`src/clid_pkg.sv`:
```
// Notes on behaviour
// Request register takes doubleword stores only
// Write bits 26:31 select pending interrupt 0-63
// Interrupt needs status enable and mask bit
// Processor id: slot, agent chip, bus select
// Position field: slot high bit, bus low
// Chip zero processors 0, 1, 16, 17
// Eight sources fixed to status bits 0-7
// Active source input sets its status bit
// Write ones clear status; reset clears all
// Clears touch only chosen bits
// Clear beats set; held input resets next
// Mask gates status before sending to chips
// Force bits raise interrupts past the mask
// Agent chip receives eight-bit pending source set
// Check four processor enables per pending source
// Deliver by writing request register with number
// Two 64-bit delivery registers, four entries each
// Entries sit at bits 4:15, 20:31, 36:47, 52:63
// Exception type picks one of four deliveries
// Delivery registers read/write; reset keeps them
// Fixed entry field order and type codes
// Several enabled processors written one at a time
package clid_pkg;

    // Sizes
    localparam int NSRC = 8;
    localparam int NCPU = 4;
    localparam int DW = 64;
    localparam int SEL_W = 3;

    // Register selectors on the control/status port
    localparam logic [2:0] SEL_DLV_LO = 3'h0;
    localparam logic [2:0] SEL_DLV_HI = 3'h1;
    localparam logic [2:0] SEL_STATUS = 3'h2;
    localparam logic [2:0] SEL_MASK = 3'h3;
    localparam logic [2:0] SEL_FORCE = 3'h4;

    // Source fields sit at big-endian bits 0:7 of a 32-bit word
    localparam int SRC_FLD_LSB = 24;
    localparam logic [7:0] SRC_RST = 8'h00;
    localparam logic [7:0] MASK_RST = 8'h00;

    // Interrupt number at big-endian bits 26:31 of a doubleword
    localparam int IRQ_NUM_LSB = 32;
    localparam int IRQ_NUM_W = 6;

    // Delivery entry layout, 12 bits inside each 16-bit slot
    localparam int ENT_W = 12;
    localparam int ENT_SLOT_SH = 4;
    localparam int ENT_EN_LSB = 8;
    localparam int ENT_TYPE_LSB = 6;
    localparam int ENT_NUM_LSB = 0;

    // Exception type codes held in an entry
    typedef enum logic [1:0] {
        CLID_EXC_INTR = 2'h0,
        CLID_EXC_HIGH_PRIORITY_MACHINE_CHECK = 2'h1,
        CLID_EXC_TOC = 2'h2,
        CLID_EXC_PWR = 2'h3
    } clid_exc_e;

    // Big-endian bit i of a source field is source i
    function automatic logic [7:0] clid_rev8(input logic [7:0] v);
        logic [7:0] r;
        r = '0;
        for (int i = 0; i < NSRC; i++) begin
            r[i] = v[NSRC - 1 - i];
        end
        return r;
    endfunction

    // Pick the 12-bit entry of a source from the two registers
    function automatic logic [ENT_W-1:0] clid_entry(
        input logic [DW-1:0] lo,
        input logic [DW-1:0] hi,
        input logic [2:0] src
    );
        logic [DW-1:0] r;
        logic [5:0] sh;
        r = src[2] ? hi : lo;
        sh = {~src[1:0], 4'h0};
        return r[sh +: ENT_W];
    endfunction

    // Five-bit processor id from chip number and position field
    function automatic logic [4:0] clid_cpu_id(
        input logic [2:0] chip,
        input logic [1:0] pos
    );
        // Slot is the high position bit and leads; the bus bit trails
        return {pos[1], chip, pos[0]}; // see R04 see R05
    endfunction

endpackage

```
`src/clid_core.sv`:
```
`timescale 1ns/100ps
module clid_core
    import clid_pkg::*;
(
    // Clock and reset
    input wire logic clk,
    input wire logic rst_n,
    // Source pins, bit i is source i, active high levels
    input wire logic [7:0] src_irq,
    // Agent chip number strap
    input wire logic [2:0] agent_chip_select,
    // Control/status register port
    input wire logic csr_wr_en,
    input wire logic csr_rd_en,
    input wire logic [clid_pkg::SEL_W-1:0] csr_sel,
    input wire logic [clid_pkg::DW-1:0] csr_wdata,
    output logic [clid_pkg::DW-1:0] csr_rdata,
    output logic csr_rvalid,
    // Stores from processors to a local request register
    input wire logic cpu_st_valid,
    input wire logic cpu_st_dw,
    input wire logic [1:0] cpu_st_pos,
    input wire logic [clid_pkg::DW-1:0] cpu_st_data,
    // Pending clear from the processors' own handlers
    input wire logic cpu_clr_valid,
    input wire logic [1:0] cpu_clr_pos,
    input wire logic [clid_pkg::DW-1:0] cpu_clr_bits,
    // Processor interrupt state
    input wire logic [3:0] cpu_psw_ien,
    input wire logic [3:0][clid_pkg::DW-1:0] ext_intr_enable_mask,
    output logic [3:0] cpu_intr,
    output logic [3:0][clid_pkg::DW-1:0] ext_intr_request_reg,
    // Non-interrupt exceptions, one pulse per delivery
    output logic [3:0] cpu_exc_valid,
    output logic [1:0] cpu_exc_type,
    // Delivery write trace
    output logic dlv_valid,
    output logic [4:0] dlv_cpu_id,
    output logic [1:0] dlv_type,
    output logic [5:0] dlv_num
);
    import clid_pkg::*;

    // Delivery engine states
    typedef enum logic [0:0] {
        ST_IDLE = 1'b0,
        ST_WALK = 1'b1
    } clid_st_e;

    // All state of the agent chip side
    typedef struct packed {
        logic [7:0] src_s1;
        logic [7:0] src_s2;
        logic [2:0] chip_s1;
        logic [2:0] chip_s2;
        logic [DW-1:0] dlv_lo;
        logic [DW-1:0] dlv_hi;
        logic [3:0][DW-1:0] pend;
        logic [7:0] sent_prev;
        logic [7:0] work;
        clid_st_e st;
        logic [2:0] src;
        logic [1:0] cpu;
        logic [3:0] intr;
        logic [3:0] exc_valid;
        logic [1:0] exc_type;
        logic dlv_valid;
        logic [4:0] dlv_id;
        logic [1:0] dlv_type;
        logic [5:0] dlv_num;
        logic [DW-1:0] rdata;
        logic rvalid;
    } clid_core_s;

    clid_core_s q;
    clid_core_s d;

    // Utilities controller wires
    logic [7:0] u_status; // Latched status bits
    logic [7:0] u_mask; // Mask register
    logic [7:0] u_force; // Force register
    logic [7:0] u_sent; // Masked set plus forced bits on the core logic bus
    logic u_wr_en; // Write to a utilities register
    logic [7:0] u_wr_bits; // Source bits of the write, in order

    // Only the three utilities selectors reach the controller
    assign u_wr_en = csr_wr_en && (csr_sel == SEL_STATUS ||
        csr_sel == SEL_MASK || csr_sel == SEL_FORCE);
    // Big-endian field bits 0:7 become sources 0..7
    assign u_wr_bits = clid_rev8(csr_wdata[SRC_FLD_LSB +: NSRC]);

    // Utilities board interrupt controller
    clid_util_ctrl u_util (
        .clk(clk),
        .rst_n(rst_n),
        .src_lvl(q.src_s2),
        .wr_en(u_wr_en),
        .wr_sel(csr_sel),
        .wr_bits(u_wr_bits),
        .status(u_status),
        .mask(u_mask),
        .force_bits(u_force),
        .sent(u_sent)
    );

    // Combinational helpers for the engine
    logic [ENT_W-1:0] ent; // Entry of the source being walked
    logic [3:0] ent_en; // Processor enables of that entry
    logic [1:0] ent_type; // Exception type of that entry
    logic [5:0] ent_num; // Interrupt number of that entry
    logic [1:0] ent_pos; // Position field of the walked processor

    always_comb begin
        ent = clid_entry(q.dlv_lo, q.dlv_hi, q.src);
        ent_en = ent[ENT_EN_LSB +: NCPU];
        ent_type = ent[ENT_TYPE_LSB +: 2];
        ent_num = ent[ENT_NUM_LSB +: IRQ_NUM_W];
        ent_pos = q.cpu;
    end

    // Next state of the whole agent chip side
    always_comb begin
        d = q;
        // Pins pass two flops before any logic looks at them
        d.src_s1 = src_irq;
        d.src_s2 = q.src_s1;
        d.chip_s1 = agent_chip_select;
        d.chip_s2 = q.chip_s1;

        // Delivery registers, full-width register writes
        if (csr_wr_en && csr_sel == SEL_DLV_LO) begin
            d.dlv_lo = csr_wdata; // see R17
        end
        if (csr_wr_en && csr_sel == SEL_DLV_HI) begin
            d.dlv_hi = csr_wdata; // see R17
        end

        // Register reads answer one cycle later
        d.rvalid = csr_rd_en;
        d.rdata = '0;
        if (csr_rd_en) begin
            if (csr_sel == SEL_DLV_LO) begin
                d.rdata = q.dlv_lo;
            end else if (csr_sel == SEL_DLV_HI) begin
                d.rdata = q.dlv_hi;
            end else if (csr_sel == SEL_STATUS) begin
                d.rdata[SRC_FLD_LSB +: NSRC] = clid_rev8(u_status);
            end else if (csr_sel == SEL_MASK) begin
                d.rdata[SRC_FLD_LSB +: NSRC] = clid_rev8(u_mask);
            end else if (csr_sel == SEL_FORCE) begin
                d.rdata[SRC_FLD_LSB +: NSRC] = clid_rev8(u_force);
            end else begin
                d.rdata = '0;
            end
        end

        // A source that rises on the bus starts one delivery round;
        // a bit cleared and set again rises again and is re-sent
        d.sent_prev = u_sent;

        // Pulses last one cycle
        d.dlv_valid = 1'b0;
        d.exc_valid = 4'h0;

        // Handler clears go first, so a store or delivery set still wins
        if (cpu_clr_valid) begin
            d.pend[cpu_clr_pos] = d.pend[cpu_clr_pos] & ~cpu_clr_bits;
        end
        // Processor stores: only doublewords reach the register
        if (cpu_st_valid && cpu_st_dw) begin
            d.pend[cpu_st_pos][cpu_st_data[IRQ_NUM_LSB +: IRQ_NUM_W]] =
                1'b1; // see R01
        end

        // Delivery engine, one processor per cycle
        case (q.st)
            ST_IDLE: begin
                // Lowest numbered waiting source goes first
                for (int i = NSRC - 1; i >= 0; i--) begin
                    if (q.work[i]) begin
                        d.src = 3'(i);
                    end
                end
                d.cpu = 2'h0;
                if (q.work != 8'h00) begin
                    d.st = ST_WALK;
                end
            end
            ST_WALK: begin
                if (ent_en[q.cpu]) begin
                    // Writes go out one at a time
                    d.dlv_valid = 1'b1; // see R16
                    d.dlv_id = clid_cpu_id(q.chip_s2, ent_pos);
                    d.dlv_type = ent_type;
                    d.dlv_num = ent_num;
                    if (ent_type == CLID_EXC_INTR) begin
                        d.pend[q.cpu][ent_num] = 1'b1; // see R02
                    end else begin
                        d.exc_valid[q.cpu] = 1'b1;
                        d.exc_type = ent_type;
                    end
                end
                d.cpu = q.cpu + 2'h1;
                if (q.cpu == 2'(NCPU - 1)) begin
                    d.work[q.src] = 1'b0;
                    d.st = ST_IDLE;
                end
            end
            default: begin
                d.st = ST_IDLE;
            end
        endcase

        // Queue rising sources after the engine's own clear, so a rise
        // in the last walk cycle of the same source is not lost
        d.work = d.work | (u_sent & ~q.sent_prev); // see R11

        // Processor interrupt line needs both enables
        for (int p = 0; p < NCPU; p++) begin
            d.intr[p] = cpu_psw_ien[p] &&
                ((q.pend[p] & ext_intr_enable_mask[p]) != '0);
        end

        // Reset clears control state but keeps delivery contents
        if (!rst_n) begin
            d = '0;
            d.dlv_lo = q.dlv_lo;
            d.dlv_hi = q.dlv_hi;
            d.st = ST_IDLE;
        end
    end

    // State register
    always_ff @(posedge clk) begin
        q <= d;
    end

    // Outputs come straight from the state flops
    assign csr_rdata = q.rdata;
    assign csr_rvalid = q.rvalid;
    assign cpu_intr = q.intr;
    assign ext_intr_request_reg = q.pend;
    assign cpu_exc_valid = q.exc_valid;
    assign cpu_exc_type = q.exc_type;
    assign dlv_valid = q.dlv_valid;
    // Processor numbering follows position and chip, see R05
    assign dlv_cpu_id = q.dlv_id;
    assign dlv_type = q.dlv_type;
    assign dlv_num = q.dlv_num;

endmodule

```
`src/clid_util_ctrl.sv`:
```
`timescale 1ns/100ps
module clid_util_ctrl
    import clid_pkg::*;
(
    // Clock and reset
    input wire logic clk,
    input wire logic rst_n,
    // Synchronised source levels, bit i is source i
    input wire logic [7:0] src_lvl,
    // Register writes
    input wire logic wr_en,
    input wire logic [clid_pkg::SEL_W-1:0] wr_sel,
    input wire logic [7:0] wr_bits,
    // Register state and outgoing set
    output logic [7:0] status,
    output logic [7:0] mask,
    output logic [7:0] force_bits,
    output logic [7:0] sent
);
    import clid_pkg::*;

    // All state of the utilities controller
    typedef struct packed {
        logic [7:0] status;
        logic [7:0] mask;
        logic [7:0] force_bits;
    } clid_util_s;

    clid_util_s q;
    clid_util_s d;
    logic [7:0] clr; // Status bits cleared this cycle

    // Next state
    always_comb begin
        d = q;
        clr = (wr_en && wr_sel == SEL_STATUS) ? wr_bits : 8'h00;
        // Set from level, then clear on top so the clear wins
        d.status = (q.status | src_lvl) & ~clr; // see R08
        if (wr_en && wr_sel == SEL_MASK) begin
            d.mask = wr_bits;
        end
        if (wr_en && wr_sel == SEL_FORCE) begin
            d.force_bits = wr_bits;
        end
        if (!rst_n) begin
            d.status = SRC_RST;
            d.mask = MASK_RST;
            d.force_bits = SRC_RST;
        end
    end

    // State register
    always_ff @(posedge clk) begin
        q <= d;
    end

    assign status = q.status;
    assign mask = q.mask;
    assign force_bits = q.force_bits;
    // Forced sources bypass the mask, latched ones need it
    assign sent = (q.status & q.mask) | q.force_bits; // see R12

endmodule
```
`config.mk`:
```
export PLATFORM = sky130hd
export DESIGN_NAME = clid_core
export DESIGN_NICKNAME = d
export VERILOG_FILES = /design/src/clid_pkg.sv /design/src/clid_core.sv /design/src/clid_util_ctrl.sv
export SDC_FILE = /design/constraint.sdc
export NUM_CORES = 1
export LEC_CHECK = 0
export ABC_AREA = 1
export BUFFER_PORTS_ARGS = -buffer_cell sky130_fd_sc_hd__buf_2
export CAP_MARGIN = 20
export CORE_AREA = 4 4 322 324
export CTS_CLUSTER_SIZE = 28
export DETAILED_ROUTE_END_ITERATION = 7
export DIE_AREA = 0 0 326 328
export HOLD_SLACK_MARGIN = 0.02
export MAX_ROUTING_LAYER = met4
export PLACE_DENSITY = 0.47
export REMOVE_ABC_BUFFERS = 1
export SYNTH_ARGS = -nofsm -noshare
export SYNTH_HDL_FRONTEND = slang
export SYNTH_SLANG_ARGS = --single-unit
```
`constraint.sdc`:
```
create_clock -name clk -period 9.8 [get_ports clk]
set_input_delay 1.96 -clock clk [delete_from_list [all_inputs] [get_ports clk]]
set_output_delay 1.96 -clock clk [all_outputs]
set_load 0.005 [all_outputs]
```
# After elaboration in Yosys (flattened, before gate mapping)
# Index checks and enable logic that the tools add are counted.
# classes
addsub	1
n_lt_le_gt_ge	12
eq_ne	5
shifts	1
n_mux	45
n_bitwise	23
reduce_logical	34
# ops
cell	n
256-bit 2-to-1 mux	5
256-bit OR	2
64-bit 2-to-1 mux	7
64-bit demux with 2-bit select	3
64-bit bitwise AND	5
256-bit bitwise mux	1
64-bit nonzero test	4
64-bit binary-select mux with 2-bit select	1
64-bit NOT	1
64-bit by 7-bit indexed part select with 12-bit output	1
8-bit 2-to-1 mux	5
8-bit bitwise AND	4
3-bit 2-to-1 mux	8
8-bit NOT	3
8-bit OR	3
1-bit logical AND	17
6-bit by 7-bit less-than comparator with 1-bit output (second input constant)	2
14-bit 2-to-1 mux	1
1-bit demux with 6-bit select	2
6-bit by 1-bit >= comparator with 1-bit output (second input constant)	2
2-bit AND reduction	6
2-bit by 3-bit less-than comparator with 1-bit output (second input constant)	3
9-bit 2-to-1 mux	1
8-bit nonzero test	1
21 further kinds	33
# word_totals
reg_bits	541
input_bits	477
output_inout_bits	345
word_cells	148

# Depth between registers and ports, before layout
# Gate-level depths: netlist of run 1.
# logic_depth
ltp_word	12
ltp_mapped	14
mapped_depth_nobuf	11

# Hierarchy
# Synthesis of run 1 repeated with hierarchy kept, for this count alone.
# unflattened
cells_unflattened	3970
hier_area_um2	30262.8
# modules_own_cells
module	n_inst	cells_each	area_each_um2
clid_core	1	3810	29106.7
clid_util_ctrl	1	160	1156.1

# Worst setup path after synthesis of run 1
# OpenSTA, ideal clock, no wires.
# synth_timing
path_kind	input -> register
from	in csr_wr_en
to	reg q[431] (netlist name) (enable)
setup_ns	0.645
arrival_time_ns	8.513
required_ns	9.155
slack_ns	0.643
stages	3
n_path_buf	1
path_cell_list	clkbuf_1 inv_1 nor4_1
# synth_between
elab_chain_cells	2
# synth_lines
element	line_no	source
from (decl)	clid_core.sv:13	input wire logic csr_wr_en,
1-bit logical AND	clid_core.sv:131	if (csr_wr_en && csr_sel == SEL_DLV_LO) begin
2-bit AND reduction (no source line)	--	
to (signal assigned)	clid_core.sv:235	q <= d;
to (decl)	clid_core.sv:75	clid_core_s q;
# No other way between the ends.
# A chain may end at the register's enable or synchronous reset.

==> impl_metrics.ini, run 1 <==
[cells_and_area]
area_growth_pct = 15.8
drive_gt1_share_pct = 25.9
postLayoutCoreUtil_pct = 34.3
fin_nets = 4666
final_cells = 5638
fill_cells = 10900
fin_area_um2 = 34700
final_cell_mix = nand2_1 (1087), buf_2 (762), dfxtp_1 (412)
largest_register_ffs = 256
final_common_cell = nand2_1

[worst_setup_path]
path_buf_inv = 3
crit_path_frequent_cell = nand2_1
cp_data_arrival_time_ns = 4.85
slowest_delay_ns = 0.87
cp_top_family = buffers and inverters
worstPathRequired_ns = 10.34
crit_fanout = 171
slowest_stage = buf_4
cp-end-kind = register
path_cells = buf_8 > nand2_1 > nor2_4 > buf_12 > buf_4 > nand3_1 > nand2_1
cp-start-kind = primary input
path_class = primary input to register

[detailed_routing]
routed_via_density = 5.27
ant_nets = 0
wl_um = 154000
first_pass_iters = 6
route.detailed.drc = 0
drt_iter0_markers = 3310
wl_per_cell_um = 27.4
vias = 29700

[die]
rows = 117
die_area_um2 = 107000
die-height_um = 328
ioPinCount = 822
die-width_um = 326
coreArea_um2 = 101000
start_util_pct = 29.7

[pwr]
power.leakage_nw = 14.5
totalPowerFinal_mw = 5.88
power_density_nw_per_um2 = 169
vdd_drop_max_uv = 144

[sta]
finalWorstSetupSlack_ns = 5.49
slew_headroom_pct = 22.7
setup_violations = 0
min_period_ns = 4.31
whs_ns = 0.414
post-route-period-util_pct = 44.0
worst_slew_pin_slew_ns = 1.16
finalHoldViolCount = 0
drv_slew = 0
rsz0062_at_grt = no
fmax_ghz = 0.232
skew_ns = 0.0475
tns_ns = 0

[logic_synthesis]
synth-compound-area-share_pct = 18.9
yosys_warnings = 0
synth_top_family_by_area = simple AND/OR/NAND/NOR gates
synthDistinctLibCells = 42
seq_area_frac_synth_pct = 40.4
synthMuxAreaShare_pct = 0
syn_avg_cell_area_um2 = 7.68
synth_fa_ha_area_share_pct = 0.167
ys_ff_latch = 541
synthXorXnorAreaFrac_pct = 0
yosys.area_share.simple_pct = 26.9
synth_area_um2 = 30000
netlist_instances = 3904

[run]
drv_cap = 0

[clock_tree]
post_cts_buffers = 0
clk_pin_slew_ns = 0.06
numClockSinks = 541
clk_latency_ns = 0.64
ctsHoldBuffers = 0
clock_tree.buffer_depth = 3
cts_htree_levels = 3
cts_resized = 0
cts_made_buffers = 68
cts_tree = done
cts_root_buf = clkbuf_16

[placed_design]
portBuffers = 763
place_congestion = 0.964
postPlaceCellArea_um2 = 32300
dpl.hpwl_um = 107000
place_inst = 5483
post-place-ws_ns = 4.98

[outcome]
outcome = complete, no violations

[grt]
grt_pass1_wl_um = 214000
grt_pass1_vias = 27400
antenna_found_initial = 35
grt.overflow.total = 0
grt_max_degree = 187
track_usage_pct = 28.2

[worst_hold_path]
min_path_type = register to register
==> layer usage <==
layer	vias to the layer above	GRT usage (%)	share of wire, %
met5	-	-	0
met4	0	14.2	5.8
li1	13700	-	-
met3	247	6.57	8.8
met1	14300	35.1	41
met2	1459	43.1	45
==> power breakdown <==
group / internal [mW] / total (mW) / leakage (nW) / switching [mW]
clock: 1.51 / 2.60 / 1.14 / 1.09
sequential: 2.32 / 2.35 / 4.49 / 0.0269
combinational: 0.197 / 0.931 / 8.88 / 0.735
==> cell families after synthesis <==
logic type               after synthesis
AND/OR/NAND/NOR                     1780
flip-flops                           541
adder cells (fa/ha/maj)                4
AO/OA/AOI/OAI                        873
buffers and inverters                706
==> final cells by class <==
cell class / count / area (um2) / share of cell area [%]
multi-input combinational: 2657 / 13900 / 40.0
timing repair buffer: 797 / 4110 / 11.8
inverter: 120 / 480 / 1.38
sequential: 541 / 12100 / 34.9
clock buffer: 103 / 1980 / 5.72
clock inverter: 23 / 358 / 1.03
antenna: 29 / 72.6 / 0.209
tap: 1368 / 1710 / 4.93
==> tightest hold or removal path, stage by stage (launching register included) <==
cell and delay (ns):
dfxtp_1 0.30, nand2_1 0.04, inv_1 0.04
==> synth_stat cells <==
| cell | count | area share (%) |
|---|---|---|
| a211oi_1 | 2 | 0.050 |
| buf_6 | 5 | 0.19 |
| a32oi_1 | 2 | 0.058 |
| a22oi_1 | 313 | 7.8 |
| a31oi_1 | 9 | 0.19 |
| edfxtp_1 | 128 | 13 |
| nor2_1 | 196 | 2.5 |
| nand3_4 | 16 | 0.93 |
| o21ai_2 | 1 | 0.029 |
| nor3_1 | 9 | 0.15 |
| nand2_1 | 1092 | 14 |
| a22o_1 | 31 | 0.91 |
| dfxtp_1 | 413 | 28 |
| o211ai_1 | 9 | 0.23 |
| a221oi_1 | 29 | 0.85 |
| nand3_2 | 2 | 0.067 |
| nor3_2 | 3 | 0.10 |
| ha_1 | 4 | 0.17 |
| o21bai_1 | 1 | 0.025 |
| buf_1 | 7 | 0.088 |
| nand3_1 | 322 | 5.4 |
| nand2_4 | 6 | 0.23 |
| nor2_2 | 2 | 0.042 |
| clkbuf_1 | 166 | 2.1 |
| o22ai_1 | 1 | 0.021 |
| inv_1 | 112 | 1.4 |
| o21ai_1 | 18 | 0.30 |
| clkinv_1 | 1 | 0.013 |
| o21ai_0 | 278 | 4.6 |
| buf_2 | 61 | 1.0 |
| a31o_2 | 63 | 1.8 |
| nor4_1 | 6 | 0.13 |
| inv_2 | 1 | 0.013 |
| o32ai_1 | 1 | 0.029 |
| nand2_2 | 14 | 0.29 |
| nand3b_1 | 1 | 0.025 |
| buf_4 | 347 | 8.7 |
| clkinv_4 | 6 | 0.18 |
| nor2_4 | 67 | 2.5 |
| nand4_1 | 43 | 0.90 |
| a21oi_1 | 115 | 1.9 |
| or2_2 | 1 | 0.021 |
==> final timing paths <==
kind,start,end,slack [ns],cells past startpoint
setup / recovery,rst_n,ext_intr_request_reg[175],5.49,7
hold / removal,q[499],q[496],0.41,2
setup reg to reg,q[93],ext_intr_request_reg[175],5.50,14
hold reg to reg,q[499],q[496],0.41,2
Note: power is estimated with default switching activity, not from simulation.
==> inputs of run 2 (changes only) <==
- clock period: 9.8 -> 4.2 ns (I/O delays scaled with it)
==> run 2 against run 1 <==
Register-to-register slack got worse by 4.3 ns. Clock skew decreased by 0.023 ns. Sequential power increased by 130%. Via count increased by 1.1%. Combinational power increased by 140%. Routed wire length increased by 1.2%. Critical path type is now register to register. Highest routed layer unchanged.
==> impl_metrics.ini, run 2 (same netlist as run 1, synthesis figures left out) <==
[sta]
whs_ns = 0.386
post-route-period-util_pct = 72.0
slew_headroom_pct = 20.0
setup_violations = 0
skew_ns = 0.0247
min_period_ns = 3.02
drv_slew = 0
rsz0062_at_grt = no
fmax_ghz = 0.331
finalHoldViolCount = 0
finalWorstSetupSlack_ns = 1.18
worst_slew_pin_slew_ns = 1.20

[pwr]
power_frac_clock_pct = 44.9
swShare_pct = 30.5
internal_power_mw = 9.72
power.leakage_nw = 14.7
p_switching_mw = 4.26
power_density_nw_per_um2 = 398
combPwrFrac_pct = 15.9
seqPwrFrac_pct = 39.1
vdd_drop_max_uv = 277
totalPowerFinal_mw = 14.0

[grt]
track_usage_pct = 28.6
grt_pass1_wl_um = 216000
antenna_found_initial = 42
grt_pass1_vias = 27700
grt_max_degree = 83
grt.overflow.total = 0

[cells_and_area]
largest_register_ffs = 256
final_cell_mix = nand2_1 (1087), buf_2 (762), dfxtp_1 (412)
area_growth_pct = 17.2
fin_nets = 4693
fill_cells = 10800
drive_gt1_share_pct = 26.3
final_common_cell = nand2_1
final_cells = 5668

[die]
coreArea_um2 = 101000
ioPinCount = 822
start_util_pct = 29.7
die-width_um = 326
rows = 117
die-height_um = 328
die_area_um2 = 107000

[worst_setup_path]
cp_data_arrival_time_ns = 3.60
crit_fanout = 30
slowest_stage = nor2_4
path_cells = buf_4 > inv_2 > nand3_1 > nand3_1 > nand2_1 > nand2_1 > nand3_2 > nand2_2 > nor2_4 > buf_4 > nand3_1 > nand2_1
cp-start-kind = register
slowest_delay_ns = 0.54
path_buf_inv = 3
path_class = register to register
worstPathRequired_ns = 4.78
cp_top_family = simple AND/OR/NAND/NOR gates
cp-end-kind = register

[detailed_routing]
wl_per_cell_um = 27.5
drt_iter0_markers = 3462
ant_nets = 0
routed_via_density = 5.30
vias = 30000
route.detailed.drc = 0
wl_um = 156000
first_pass_iters = 6

[placed_design]
place_inst = 5510
dpl.hpwl_um = 110000
post-place-ws_ns = 1.09
portBuffers = 763
place_congestion = 1.00

[clock_tree]
cts_tree = done
ctsHoldBuffers = 0
numClockSinks = 541
post_cts_buffers = 0
cts_resized = 0
clk_latency_ns = 0.64
cts_htree_levels = 3
clock_tree.buffer_depth = 3
cts_root_buf = clkbuf_16
cts_made_buffers = 68
clk_pin_slew_ns = 0.07

[run]
drv_cap = 0

[worst_hold_path]
min_path_type = primary input to register

[outcome]
outcome = complete, no violations
-- run 2: worst paths after layout --
path                             start  depth (start not counted)  slack [ns]                   endpoint
setup / recovery                 q[91]                         12        1.18  ext_intr_request_reg[223]
hold / removal    agent_chip_select[0]                          3        0.39                     q[498]
setup reg to reg                 q[91]                         12        1.18  ext_intr_request_reg[223]
hold reg to reg                 q[500]                          2        0.41                     q[497]
-- run 2: power by group through the flow --
stage	clock network [mW]	registers [mW]	logic (mW)
3_3_place_gp	0	5.58	2.23
5_1_grt	6.63	5.48	2.36
4_1_cts	6.42	5.47	2.24
3_5_place_dp	0	5.58	2.23
6_report	6.28	5.47	2.23
2_1_floorplan	0	5.61	1.07
-- run 2: stage by stage --
| stage | area [um2] | setup TNS [ns] | util (%) |
|---|---|---|---|
| 6_report | 35200 | 0 | 34.8 |
| 5_1_grt | 35200 | 0 | 34.8 |
| 4_1_cts | 35100 | 0 | 34.7 |
| 3_5_place_dp | 32700 | 0 | 32.3 |
| 3_3_place_gp | 32700 | 0 | 32.3 |
| 2_1_floorplan | 26400 | -929.30 | - |
-- run 2: cell type report --
class                      count  area (um2)  share of cell area [%]
antenna                       33        82.6                   0.235
clock buffer                  97        1940                    5.52
inverter                     120         480                    1.37
multi-input combinational   2657       13900                    39.5
clock inverter                28         440                    1.25
sequential                   541       12100                    34.4
timing repair buffer         824        4510                    12.8
tap                         1368        1710                    4.87
-- run 2: per-layer routing --
| metal | GRT usage [%] | vias to the layer above | part of all wire (%) |
|---|---|---|---|
| li1 | - | 13800 | - |
| met1 | 35.3 | 14400 | 40 |
| met2 | 43.5 | 1554 | 45 |
| met3 | 6.93 | 273 | 9.2 |
| met4 | 14.6 | 0 | 5.9 |
| met5 | - | - | 0 |
-- run 2: worst min-delay path, delay by kind of cell --
kind	cells	cell delay (ns)
buf+inv	2	0.11
simple gates	1	0.04
